===== config.mk =====
export PLATFORM = sky130hd
export DESIGN_NAME = tig_tx_path
export DESIGN_NICKNAME = d
export VERILOG_FILES = /design/src/tig_pkg.sv /design/src/tig_stage_if.sv /design/src/tig_hb_stage.sv /design/src/tig_tx_path.sv
export VERILOG_INCLUDE_DIRS = /design/src
export SDC_FILE = /design/constraint.sdc
export NUM_CORES = 1
export LEC_CHECK = 0
export BUFFER_PORTS_ARGS = -buffer_cell sky130_fd_sc_hd__buf_2
export CAP_MARGIN = 20
export CORE_MARGIN = 1.5
export CORE_UTILIZATION = 55
export CTS_CLUSTER_DIAMETER = 100
export CTS_CLUSTER_SIZE = 8
export DETAILED_ROUTE_END_ITERATION = 6
export PLACE_DENSITY_LB_ADDON = 0.05
export RECOVER_POWER = 100
export REMOVE_ABC_BUFFERS = 1
export SETUP_SLACK_MARGIN = 0.05
export SLEW_MARGIN = 25
export SYNTH_ARGS = -nofsm -noshare
export SYNTH_HDL_FRONTEND = slang
export SYNTH_SLANG_ARGS = --single-unit

===== constraint.sdc =====
create_clock -name clk_i -period 4.4 [get_ports clk_i]
set_input_delay 0.44 -clock clk_i [delete_from_list [all_inputs] [get_ports clk_i]]
set_output_delay 0.44 -clock clk_i [all_outputs]
set_load 0.1 [all_outputs]

===== src/tig_defines.svh =====
// constants of the transmit interpolation and gain block
`ifndef TIG_DEFINES_SVH
`define TIG_DEFINES_SVH
`define TIG_ADDR_TX_GAIN 7'h0A
`define TIG_ADDR_GAIN_SRC 7'h0B
`define TIG_ADDR_INTERP 7'h0C
`define TIG_ADDR_ROUTING 7'h0E
`define TIG_ADDR_MIRROR 7'h10
`define TIG_ADDR_SECONDARY 7'h11
`define TIG_ADDR_OFFSET 7'h12
`define TIG_ADDR_HD_POWER 7'h13
`define TIG_RST_MIRROR 8'h44
`define TIG_RST_SECONDARY 8'h43
`define TIG_RST_ZERO 8'h00
`define TIG_RST_TX_GAIN 6'h00
`define TIG_TXG_EN_BIT 6
`define TIG_SRC_TX_BIT 6
`define TIG_ROUTE_DAC_BIT 0
`define TIG_MIRROR_EN_BIT 7
`define TIG_HD_EN_BIT 7
`define TIG_LAT_X2_HALVES 9'h02B
`define TIG_LAT_X4_HALVES 9'h030
`define TIG_LAT_X1_CYCLES 9'h001
`define TIG_GAIN_MAX 6'h27
`define TIG_AMP_STEP 6'h0C
`define TIG_AMP_TWO 6'h18
`define TIG_N_MAX 3'h4
`define TIG_G1_MAX 3'h4
`define TIG_G2_MAX 3'h6
`define TIG_G3_MAX 3'h5
`define TIG_SPI_LAST 5'h0F
`define TIG_SPI_ADDR_LAST 5'h07
`define TIG_CLK_HZ 40000000
`define TIG_MAX_IN_SPS 80000000
`define TIG_MAX_DAC_SPS 200000000
`endif


===== src/tig_pkg.sv =====
// types of the transmit interpolation and gain block
package tig_pkg;
    typedef enum logic [1:0] {TIG_X4, TIG_X2, TIG_X1, TIG_XBAD} tig_factor_type;
    typedef enum logic [1:0] {TIG_PWR_OFF, TIG_PWR_ON, TIG_PWR_DRAIN} tig_pwr_type;
endpackage : tig_pkg


===== src/tig_stage_if.sv =====
// carrier between the block and one half-band stage
interface tig_stage_if #(parameter int W = 12);
    logic in_valid;
    logic signed [W-1:0] in_data;
    logic out_valid;
    logic signed [W-1:0] first_data;
    logic signed [W-1:0] second_data;
    modport parent (output in_valid, output in_data,
                    input out_valid, input first_data, input second_data);
    modport stage (input in_valid, input in_data,
                   output out_valid, output first_data, output second_data);
endinterface : tig_stage_if


===== src/tig_hb_stage.sv =====
// one half-band 2x interpolation stage with its delay line
module tig_hb_stage #(
    parameter int TAPS = 43,
    parameter int W = 12,
    parameter int NC = (TAPS + 1) / 4,
    parameter logic [NC*16-1:0] COEF = {16'h4000, {((NC-1)*16){1'b0}}}
) (
    input wire logic clk_i,
    input wire logic reset_n_i,
    tig_stage_if.stage sif
);
    localparam int NA = (TAPS + 1) / 2;
    localparam int CD = (TAPS - 3) / 4;
    localparam int AW = W + 21;

    function automatic logic signed [W-1:0] tig_sat(input logic signed [AW-1:0] v);
        logic signed [AW-1:0] hi;
        logic signed [AW-1:0] lo;
        hi = AW'({1'b0, {(W-1){1'b1}}});
        lo = -hi - AW'(1);
        if (v > hi) begin
            tig_sat = hi[W-1:0];
        end else if (v < lo) begin
            tig_sat = lo[W-1:0];
        end else begin
            tig_sat = v[W-1:0];
        end
    endfunction : tig_sat

    ////////////////////////////////////////////////////////////////////////////////
    logic signed [W-1:0] dl_ff [NA];
    logic valid_d_ff;
    logic out_valid_ff;
    logic signed [W-1:0] first_ff;
    logic signed [W-1:0] second_ff;
    logic signed [AW-1:0] acc;
    logic signed [AW-1:0] scaled;

    // symmetric branch of the polyphase pair
    always_comb begin
        acc = '0;
        for (int i = 0; i < NC; i++) begin
            acc = acc + AW'($signed(COEF[i*16 +: 16])) * (AW'(dl_ff[i]) + AW'(dl_ff[NA-1-i]));
        end
    end
    assign scaled = acc >>> 15;

    always_ff @(posedge clk_i or negedge reset_n_i) begin
        if (!reset_n_i) begin
            dl_ff[0] <= '0;
        end else if (sif.in_valid) begin
            dl_ff[0] <= sif.in_data;
        end
    end

    for (genvar g = 1; g < NA; g++) begin : g_line
        always_ff @(posedge clk_i or negedge reset_n_i) begin
            if (!reset_n_i) begin
                dl_ff[g] <= '0;
            end else if (sif.in_valid) begin
                dl_ff[g] <= dl_ff[g-1];
            end
        end
    end

    always_ff @(posedge clk_i or negedge reset_n_i) begin
        if (!reset_n_i) begin
            valid_d_ff <= 1'b0;
            out_valid_ff <= 1'b0;
            first_ff <= '0;
            second_ff <= '0;
        end else begin
            valid_d_ff <= sif.in_valid;
            out_valid_ff <= valid_d_ff;
            if (valid_d_ff) begin
                first_ff <= tig_sat(scaled);
                second_ff <= dl_ff[CD];
            end
        end
    end

    assign sif.out_valid = out_valid_ff;
    assign sif.first_data = first_ff;
    assign sif.second_data = second_ff;
endmodule : tig_hb_stage


===== src/tig_tx_path.sv =====
// transmit interpolation, power-down and gain settings with serial register port
`include "tig_defines.svh"
module tig_tx_path
    import tig_pkg::*;
(
    input wire logic clk_i,
    input wire logic reset_n_i,
    input wire logic mode_i,
    input wire logic [11:0] tx_data_i,
    output logic word_strobe_o,
    input wire logic transmit_enable_pin_i,
    input wire logic [5:0] gain_word_port_i,
    input wire logic sclk_i,
    input wire logic sen_n_i,
    input wire logic sdio_i,
    output logic sdio_o,
    output logic sdio_oe_o,
    output logic [11:0] dac_data_o,
    output logic dac_update_o,
    output logic dac_power_o,
    output logic current_amplifier_power_o,
    output logic interp_power_o,
    output logic [2:0] primary_gain_o,
    output logic [6:0] secondary_gain_qtr_o,
    output logic [2:0] primary_offset_current_o,
    output logic [2:0] secondary_offset_current_o,
    output logic [3:0] dac_atten_o,
    output logic [1:0] amp_atten_o
);
    function automatic tig_factor_type tig_factor(input logic [1:0] code, input logic hd);
        case (code)
            2'h0: tig_factor = TIG_X4;
            2'h1: tig_factor = TIG_X2;
            2'h2: tig_factor = hd ? TIG_X1 : TIG_X2;
            default: tig_factor = TIG_X4;
        endcase
    endfunction : tig_factor

    function automatic logic [2:0] tig_clamp(input logic [2:0] v, input logic [2:0] lim);
        tig_clamp = (v > lim) ? lim : v;
    endfunction : tig_clamp

    ////////////////////////////////////////////////////////////////////////////////
    // pin synchronisers, a change counts when stages two and three agree
    logic [9:0] pin_raw;
    logic [9:0] s1_ff;
    logic [9:0] s2_ff;
    logic [9:0] s3_ff;
    logic [9:0] filt_ff;
    logic [9:0] prev_ff;
    logic [9:0] nxt_filt;
    assign pin_raw = {gain_word_port_i, transmit_enable_pin_i, sdio_i, sen_n_i, sclk_i};
    assign nxt_filt = ((s2_ff ~^ s3_ff) & s2_ff) | ((s2_ff ^ s3_ff) & filt_ff);
    always_ff @(posedge clk_i or negedge reset_n_i) begin
        if (!reset_n_i) begin
            s1_ff <= 10'h002;
            s2_ff <= 10'h002;
            s3_ff <= 10'h002;
            filt_ff <= 10'h002;
            prev_ff <= 10'h002;
        end else begin
            s1_ff <= pin_raw;
            s2_ff <= s1_ff;
            s3_ff <= s2_ff;
            filt_ff <= nxt_filt;
            prev_ff <= filt_ff;
        end
    end

    logic sclk_rise;
    logic sclk_fall;
    logic sen_act;
    logic sdi;
    logic transmit_enable_pin;
    logic [5:0] gport;
    assign sclk_rise = filt_ff[0] & ~prev_ff[0];
    assign sclk_fall = ~filt_ff[0] & prev_ff[0];
    assign sen_act = ~filt_ff[1];
    assign sdi = filt_ff[2];
    assign transmit_enable_pin = filt_ff[3];
    assign gport = filt_ff[9:4];

    ////////////////////////////////////////////////////////////////////////////////
    // serial port: read flag, 7-bit address, 8-bit data, msb first
    logic [4:0] bitcnt_ff;
    logic [15:0] shift_ff;
    logic [7:0] rd_shift_ff;
    logic sdo_ff;
    logic sdo_oe_ff;
    logic rd_ff;
    logic [15:0] rx_word;
    logic wr_en;
    logic [6:0] wr_addr;
    logic [7:0] wr_data;
    logic [7:0] rd_data;
    logic [5:0] txg_ff;
    logic [7:0] gsrc_ff;
    logic [7:0] interp_ff;
    logic [7:0] route_ff;
    logic [7:0] mirror_ff;
    logic [7:0] second_ff;
    logic [7:0] offset_ff;
    logic [7:0] hdp_ff;
    assign rx_word = {shift_ff[14:0], sdi};
    assign wr_en = sen_act & sclk_rise & (bitcnt_ff == `TIG_SPI_LAST) & ~rx_word[15];
    assign wr_addr = rx_word[14:8];
    assign wr_data = rx_word[7:0];
    assign rd_data = (rx_word[6:0] == `TIG_ADDR_TX_GAIN) ? {2'h0, txg_ff} :
                     (rx_word[6:0] == `TIG_ADDR_GAIN_SRC) ? gsrc_ff :
                     (rx_word[6:0] == `TIG_ADDR_INTERP) ? interp_ff :
                     (rx_word[6:0] == `TIG_ADDR_ROUTING) ? route_ff :
                     (rx_word[6:0] == `TIG_ADDR_MIRROR) ? mirror_ff :
                     (rx_word[6:0] == `TIG_ADDR_SECONDARY) ? second_ff :
                     (rx_word[6:0] == `TIG_ADDR_OFFSET) ? offset_ff :
                     (rx_word[6:0] == `TIG_ADDR_HD_POWER) ? hdp_ff : `TIG_RST_ZERO;

    always_ff @(posedge clk_i or negedge reset_n_i) begin
        if (!reset_n_i) begin
            bitcnt_ff <= '0;
            shift_ff <= '0;
            rd_shift_ff <= '0;
            sdo_ff <= 1'b0;
            sdo_oe_ff <= 1'b0;
            rd_ff <= 1'b0;
        end else if (!sen_act) begin
            bitcnt_ff <= '0;
            sdo_oe_ff <= 1'b0;
            rd_ff <= 1'b0;
        end else if (sclk_rise) begin
            shift_ff <= rx_word;
            bitcnt_ff <= bitcnt_ff + 5'h01;
            if (bitcnt_ff == `TIG_SPI_ADDR_LAST && rx_word[7]) begin
                rd_shift_ff <= rd_data;
                rd_ff <= 1'b1;
            end
        end else if (sclk_fall && rd_ff && bitcnt_ff > `TIG_SPI_ADDR_LAST) begin
            sdo_ff <= rd_shift_ff[7];
            rd_shift_ff <= {rd_shift_ff[6:0], 1'b0};
            sdo_oe_ff <= (bitcnt_ff <= `TIG_SPI_LAST);
        end
    end

    ////////////////////////////////////////////////////////////////////////////////
    // registers
    logic wr_txg;
    assign wr_txg = wr_en & (wr_addr == `TIG_ADDR_TX_GAIN) & wr_data[`TIG_TXG_EN_BIT];
    always_ff @(posedge clk_i or negedge reset_n_i) begin
        if (!reset_n_i) begin
            txg_ff <= `TIG_RST_TX_GAIN;
        end else if (wr_txg) begin
            txg_ff <= wr_data[5:0];
        end else if (gsrc_ff[`TIG_SRC_TX_BIT]) begin
            txg_ff <= gport;
        end
    end

    always_ff @(posedge clk_i or negedge reset_n_i) begin
        if (!reset_n_i) begin
            gsrc_ff <= `TIG_RST_ZERO;
            interp_ff <= `TIG_RST_ZERO;
            route_ff <= `TIG_RST_ZERO;
            mirror_ff <= `TIG_RST_MIRROR;
            second_ff <= `TIG_RST_SECONDARY;
            offset_ff <= `TIG_RST_ZERO;
            hdp_ff <= `TIG_RST_ZERO;
        end else if (wr_en) begin
            case (wr_addr)
                `TIG_ADDR_GAIN_SRC: gsrc_ff <= wr_data;
                `TIG_ADDR_INTERP: interp_ff <= wr_data;
                `TIG_ADDR_ROUTING: route_ff <= wr_data;
                `TIG_ADDR_MIRROR: mirror_ff <= wr_data[`TIG_MIRROR_EN_BIT] ? wr_data : mirror_ff;
                `TIG_ADDR_SECONDARY: second_ff <= wr_data;
                `TIG_ADDR_OFFSET: offset_ff <= wr_data;
                `TIG_ADDR_HD_POWER: hdp_ff <= wr_data;
                default: hdp_ff <= hdp_ff;
            endcase
        end
    end

    ////////////////////////////////////////////////////////////////////////////////
    // gain decode
    logic [7:0] mir_eff;
    logic [7:0] sec_eff;
    logic [2:0] g1;
    logic [2:0] g2;
    logic [2:0] g3;
    logic [6:0] nxt_sec_gain;
    logic [5:0] att;
    logic [1:0] nxt_amp_att;
    logic [5:0] dac_rem;
    logic [3:0] nxt_dac_att;
    assign mir_eff = mirror_ff[`TIG_MIRROR_EN_BIT] ? mirror_ff : `TIG_RST_MIRROR;
    assign sec_eff = mirror_ff[`TIG_MIRROR_EN_BIT] ? second_ff : `TIG_RST_SECONDARY;
    assign g1 = tig_clamp(mir_eff[6:4], `TIG_G1_MAX);
    assign g2 = tig_clamp(sec_eff[6:4], `TIG_G2_MAX);
    assign g3 = tig_clamp(sec_eff[2:0], `TIG_G3_MAX);
    assign nxt_sec_gain = 7'(g1) * 7'(g2) * 7'(g3);
    assign att = (txg_ff > `TIG_GAIN_MAX) ? `TIG_GAIN_MAX : txg_ff;
    assign nxt_amp_att = (att >= `TIG_AMP_TWO) ? 2'h2 : (att >= `TIG_AMP_STEP) ? 2'h1 : 2'h0;
    assign dac_rem = att - 6'(nxt_amp_att * `TIG_AMP_STEP);
    assign nxt_dac_att = route_ff[`TIG_ROUTE_DAC_BIT] ? txg_ff[3:0] : dac_rem[3:0];

    always_ff @(posedge clk_i or negedge reset_n_i) begin
        if (!reset_n_i) begin
            primary_gain_o <= `TIG_N_MAX;
            secondary_gain_qtr_o <= '0;
            primary_offset_current_o <= '0;
            secondary_offset_current_o <= '0;
            dac_atten_o <= '0;
            amp_atten_o <= '0;
        end else begin
            primary_gain_o <= tig_clamp(mir_eff[2:0], `TIG_N_MAX);
            secondary_gain_qtr_o <= nxt_sec_gain;
            primary_offset_current_o <= offset_ff[2:0];
            secondary_offset_current_o <= offset_ff[6:4];
            dac_atten_o <= nxt_dac_att;
            amp_atten_o <= route_ff[`TIG_ROUTE_DAC_BIT] ? 2'h0 : nxt_amp_att;
        end
    end

    ////////////////////////////////////////////////////////////////////////////////
    // word timing and interpolation
    logic half_duplex_ff;
    logic strap_done_ff;
    tig_factor_type fac;
    logic [1:0] fmax;
    logic [1:0] wcnt_ff;
    logic tick_ff;
    logic [11:0] tx_word;
    assign fac = tig_factor(interp_ff[7:6], half_duplex_ff);
    assign fmax = (fac == TIG_X4) ? 2'h3 : (fac == TIG_X2) ? 2'h1 : 2'h0;
    assign tx_word = transmit_enable_pin ? tx_data_i : 12'h000;
    always_ff @(posedge clk_i or negedge reset_n_i) begin
        if (!reset_n_i) begin
            half_duplex_ff <= 1'b0;
            strap_done_ff <= 1'b0;
            wcnt_ff <= '0;
            tick_ff <= 1'b0;
        end else begin
            strap_done_ff <= 1'b1;
            half_duplex_ff <= strap_done_ff ? half_duplex_ff : ~mode_i;
            wcnt_ff <= (wcnt_ff >= fmax) ? 2'h0 : wcnt_ff + 2'h1;
            tick_ff <= (wcnt_ff == fmax);
        end
    end

    tig_stage_if s1_if ();
    tig_stage_if s2_if ();
    tig_hb_stage #(.TAPS(43)) u_stage1 (.clk_i(clk_i), .reset_n_i(reset_n_i), .sif(s1_if.stage));
    tig_hb_stage #(.TAPS(11)) u_stage2 (.clk_i(clk_i), .reset_n_i(reset_n_i), .sif(s2_if.stage));

    logic [1:0] s1_pend_ff;
    logic fin_valid;
    logic [11:0] fin_first;
    logic [11:0] fin_second;
    logic fin_pend_ff;
    assign s1_if.in_valid = tick_ff & (fac != TIG_X1);
    assign s1_if.in_data = tx_word;
    assign s2_if.in_valid = (fac == TIG_X4) & (s1_if.out_valid | s1_pend_ff[1]);
    assign s2_if.in_data = s1_if.out_valid ? s1_if.first_data : s1_if.second_data;
    assign fin_valid = (fac == TIG_X4) ? s2_if.out_valid : s1_if.out_valid;
    assign fin_first = (fac == TIG_X4) ? s2_if.first_data : s1_if.first_data;
    assign fin_second = (fac == TIG_X4) ? s2_if.second_data : s1_if.second_data;

    ////////////////////////////////////////////////////////////////////////////////
    // power sequencing
    tig_pwr_type pst_ff;
    tig_pwr_type nxt_pst;
    logic [8:0] drain_ff;
    logic [8:0] lat_cycles;
    logic powered;
    assign lat_cycles = (fac == TIG_X4) ? (`TIG_LAT_X4_HALVES << 1) :
                        (fac == TIG_X2) ? `TIG_LAT_X2_HALVES : `TIG_LAT_X1_CYCLES;
    assign powered = (pst_ff != TIG_PWR_OFF);
    always_comb begin
        nxt_pst = pst_ff;
        case (pst_ff)
            TIG_PWR_OFF: nxt_pst = (transmit_enable_pin || !half_duplex_ff) ? TIG_PWR_ON : TIG_PWR_OFF;
            TIG_PWR_ON: begin
                if (half_duplex_ff && !transmit_enable_pin) begin
                    nxt_pst = hdp_ff[`TIG_HD_EN_BIT] ? TIG_PWR_DRAIN : TIG_PWR_OFF;
                end
            end
            TIG_PWR_DRAIN: begin
                if (transmit_enable_pin || !half_duplex_ff) begin
                    nxt_pst = TIG_PWR_ON;
                end else if (drain_ff == 9'h000) begin
                    nxt_pst = TIG_PWR_OFF;
                end
            end
            default: nxt_pst = TIG_PWR_OFF;
        endcase
    end

    always_ff @(posedge clk_i or negedge reset_n_i) begin
        if (!reset_n_i) begin
            pst_ff <= TIG_PWR_OFF;
            drain_ff <= '0;
        end else begin
            pst_ff <= nxt_pst;
            drain_ff <= (pst_ff == TIG_PWR_ON) ? 9'(lat_cycles + {3'h0, hdp_ff[5:0]}) :
                        (drain_ff == 9'h000) ? drain_ff : drain_ff - 9'h001;
        end
    end

    always_ff @(posedge clk_i or negedge reset_n_i) begin
        if (!reset_n_i) begin
            s1_pend_ff <= '0;
            fin_pend_ff <= 1'b0;
            dac_data_o <= '0;
            dac_update_o <= 1'b0;
            dac_power_o <= 1'b0;
            current_amplifier_power_o <= 1'b0;
            interp_power_o <= 1'b0;
            word_strobe_o <= 1'b0;
        end else begin
            s1_pend_ff <= {s1_pend_ff[0], s1_if.out_valid};
            fin_pend_ff <= fin_valid;
            if (!powered) begin
                dac_data_o <= '0;
            end else if (fac == TIG_X1) begin
                dac_data_o <= tick_ff ? tx_word : dac_data_o;
            end else if (fin_valid) begin
                dac_data_o <= fin_first;
            end else if (fin_pend_ff) begin
                dac_data_o <= fin_second;
            end
            dac_update_o <= powered;
            dac_power_o <= powered;
            current_amplifier_power_o <= powered & ~route_ff[`TIG_ROUTE_DAC_BIT];
            interp_power_o <= powered & (fac != TIG_X1);
            word_strobe_o <= tick_ff;
        end
    end
    assign sdio_o = sdo_ff;
    assign sdio_oe_o = sdo_oe_ff;

    ////////////////////////////////////////////////////////////////////////////////
    a_bypass_direct: assert property (@(posedge clk_i) disable iff (!reset_n_i)
        (fac == TIG_X1 && tick_ff && powered) |=> dac_data_o == $past(tx_word))
        else $error("bypass sample not passed");
    a_word_spacing: assert property (@(posedge clk_i) disable iff (!reset_n_i)
        (word_strobe_o && $past(fac) == TIG_X2 && $past(fac, 2) == TIG_X2) |=> !word_strobe_o)
        else $error("words too close");
    a_stage_feed: assert property (@(posedge clk_i) disable iff (!reset_n_i)
        (s1_pend_ff[1] && fac == TIG_X4 && $past(fac, 2) == TIG_X4)
        |-> s2_if.in_valid && $past(s2_if.in_valid, 2))
        else $error("second stage not fed twice");
    a_drain_end: assert property (@(posedge clk_i) disable iff (!reset_n_i)
        (pst_ff == TIG_PWR_DRAIN && drain_ff == 9'h000 && !transmit_enable_pin && half_duplex_ff)
        |=> !powered ##1 !dac_power_o)
        else $error("drain did not end");
    a_route_amp: assert property (@(posedge clk_i) disable iff (!reset_n_i)
        route_ff[`TIG_ROUTE_DAC_BIT] |=> !current_amplifier_power_o)
        else $error("amplifier fed while routed off");
    a_primary_max: assert property (@(posedge clk_i) disable iff (!reset_n_i)
        primary_gain_o <= `TIG_N_MAX)
        else $error("primary gain above four");
    a_mirror_lock: assert property (@(posedge clk_i) disable iff (!reset_n_i)
        (wr_en && wr_addr == `TIG_ADDR_MIRROR && !wr_data[`TIG_MIRROR_EN_BIT]) |=> $stable(mirror_ff))
        else $error("mirror written without enable");
    a_port_load: assert property (@(posedge clk_i) disable iff (!reset_n_i)
        (gsrc_ff[`TIG_SRC_TX_BIT] && !wr_txg) |=> txg_ff == $past(gport))
        else $error("gain port not loaded");
    a_hd_off: assert property (@(posedge clk_i) disable iff (!reset_n_i)
        (half_duplex_ff && pst_ff == TIG_PWR_ON && !transmit_enable_pin && !hdp_ff[`TIG_HD_EN_BIT])
        |=> pst_ff == TIG_PWR_OFF ##1 !dac_power_o && !interp_power_o)
        else $error("burst end did not power down");
endmodule : tig_tx_path


==> metrics <==
TritonCTS clock tree built; htree depth 2; Die X 190 um; routability cong. 0.832; Synth Area in XOR/XNOR 1.19%; DRT Pass-1 Iters 5; # IOs 66; Post CTS Setup Buffer Count 0; ys async rst share 100%; failing checks max-capacitance violations, max-slew violations; largest net degree at the start of global routing 115; commonest non-fill, non-tap cell in the layout dfrtp_1; Rel. slew slack -97.8%; dpl cells 1,949; Reg clk slew, reported paths 0.06 ns; power density over the cells 435 mW/mm^2; Iteration-0 DRC Markers 597; Final Max Slew Viols 220; register bit total from synthesis 435; Least-Margin Pin Slew 2.97 ns; Post-Route WL 36.9 mm; grt total ovfl 0; area share of fa/ha/maj cells after synthesis 4.57%; worst hold path class primary input to flop; Worst EP arrival 4.54 ns; peak supply drop 0.322 mV; Worst Hold Launch mode_i; CTS sink cnt 435; Max Cap Violations 5; EDFF count, synth 0; Final nets 1,656; CP Launch Type flop; port buffer count 65; Routed Antenna Nets 0; Antenna Diode Count 0; fin cells 2,048; Area Overhead vs Synth 12.4%; sequential area share after synthesis 56.9%; unrepaired setup endpoints after global routing no; DR DRC count 0; Vias 11,500; global-route usage over all layers 21.6%; Fmax 248 MHz; first-pass GRT wire length 62.4 mm; Period Utilization, post-route 91.7%; Die Ht 190 um; share of cells above drive strength 1 24.0%; synth unique cells 71; status finished, violations left; total die area 0.0360 mm^2; element type at the critical path end flop; critical path class flop to flop; Crit path largest cell delay 0.60 ns; most used cell, CP fa_1; clk buf depth 3; Final Hold Vio Count 0; drt wl/cell 18.0 um; total power 9380 uW; Total Neg Setup Slack 0 ns; post-DP HPWL 24.1 mm; Rows 68; Syn. warnings 0; core footprint 0.0345 mm^2; initial antenna violation count 0; Via-to-Cell Ratio 5.62; simple-gate share of the synthesized area 7.55%; Worst Setup SP mirror_ff[6]; Avg Cell Area, Syn 12.9 um^2; vias in the first global route 12,100; root buffer cell clkbuf_16; worst r2r src mirror_ff[6]; crit path max fanout 6; CTS Buf Count 60; P_leak 0.00962 uW; multiplexer share of the synthesized area 20.3%; largest family of logic cells by synthesized area multiplexers; Synth Cell Area 0.0192 mm^2; later-pin clock latency in the skew report 0.59 ns; commonest non-fill, non-tap cells in the layout 425 x dfrtp_1, 253 x mux2_2, 102 x nand2_1; Setup-failing EPs final 0; Setup Skew 0.0165 ns; Compound-Gate Fraction of Synth Area 6.92%; Tmin final 4.04 ns; Mapped Cells 1,483; Main synth FF type dfrtp_1; initial core utilization 55.6%; slowest stage cell, crit path dfstp_1; CP Data Required Time 4.91 ns; crit path cell chain nor2b_1, and3_1, fa_1, ha_1, fa_1, nand2_1, fa_1, inv_1, fa_1, a21o_1, a21oi_1, xor2_1, xnor2_1
what timing repair did:
item,4_1_cts,5_1_grt
hold endpoints to repair,98,0
gates resized for setup,0,0
hold buffers,11,0
setup endpoints to repair,0,0
layout make-up:
class	count	area, um^2
sequential	435	10900
multi-input combinational	927	7710
clock inverter	3	32.5
tap	455	569
fill	2804	12900
inverter	46	174
timing repair buffer	97	556
clock buffer	85	1600
sequential cells by signal, summed over array words and instances, names as in the netlist, 9 cells and up:
register	flops
dac_data_o	12
drain_ff	9
filt_ff	10
s1_ff	10
s2_ff	10
s3_ff	10
shift_ff	15
u_stage1.dl_ff	144
u_stage1.sif.first_data	12
u_stage1.sif.second_data	12
u_stage2.dl_ff	48
u_stage2.sif.first_data	12
u_stage2.sif.second_data	12
metrics by stage:
stage               util [%]  setup slack, ns  hold WS [ns]  cell area, um^2
floorplan                  -            0.524         0.144            18800
global placement        58.0            0.488         0.334            20000
detailed placement      58.0            0.408         0.336            20000
CTS                     63.0            0.395        0.0549            21700
global route            62.5            0.134        0.0646            21500
finish                  62.5            0.363        0.0771            21500
cell families (layout without fill, tap and decap cells):
family	Yosys count	after routing
other	1	1
adder cells (fa/ha/maj)	64	64
flip-flops	435	435
AND/OR/NAND/NOR	292	292
XOR/XNOR	26	26
multiplexers	341	341
AO/OA/AOI/OAI	203	203
buffers and inverters	121	231
layer usage:
| layer | wire length [um] | global-route usage [%] | vias to the layer above | part of all wire, % |
|---|---|---|---|---|
| met2 | 18600 | 37.3 | 197 | 50 |
| met4 | 898 | 6.84 | 0 | 2.4 |
| met3 | 1290 | 3.98 | 70 | 3.5 |
| met5 | 0 | 0 | - | 0 |
| met1 | 16200 | 27.7 | 5796 | 44 |
| li1 | - | - | 5451 | - |
report_power, final:
| group | switching, uW | internal [uW] |
|---|---|---|
| Sequential | 285 | 4270 |
| Combinational | 452 | 313 |
| Clock | 1600 | 2460 |
worst max-delay path: cells and delay by family (launching register included):
kind	cells	cell delay, ns
AO/OA/AOI/OAI	2	0.35
XOR/XNOR	2	0.32
adder cells (fa/ha/maj)	5	2.19
buffers and inverters	1	0.07
flip-flops	1	0.60
AND/OR/NAND/NOR	3	0.42
cell usage after synthesis, types with 8 or more instances:
cell type,n,share of area [%]
dfrtp_1,425,56
mux2_2,255,15
nand2_1,102,2.0
mux2i_1,60,3.1
nor2_1,55,1.1
ha_1,54,3.5
a21oi_1,50,1.3
clkbuf_1,50,0.98
o21ai_0,50,1.3
inv_1,43,0.84
nand3_1,26,0.68
a21o_1,17,0.67
buf_2,17,0.44
xnor2_1,16,0.73
nor2b_1,14,0.46
nor3_1,14,0.37
nand2b_1,13,0.42
a32o_1,12,0.63
mux2_4,11,0.86
nand4_1,11,0.36
a31oi_1,10,0.33
and3_1,10,0.33
dfstp_2,10,1.4
fa_1,10,1.0
xor2_1,10,0.46
o21a_1,9,0.35
a211oi_1,8,0.31
mux4_2,8,0.94
nand3b_1,8,0.31
o31ai_1,8,0.31
or3_1,8,0.26
worst paths after layout:
kind / end / cells past startpoint / slack (ns)
max in group asynchronous: u_stage2.sif.second_data[11] / 3 / 1.05
hold / removal: half_duplex_ff / 2 / 0.08
setup / recovery: secondary_gain_qtr_o[6] / 13 / 0.36
min in group asynchronous: amp_atten_o[0] / 2 / 1.30
hold reg to reg: s2_ff[4] / 0 / 0.34
setup reg to reg: secondary_gain_qtr_o[6] / 13 / 0.36
Power figures use the tool's default switching activity.
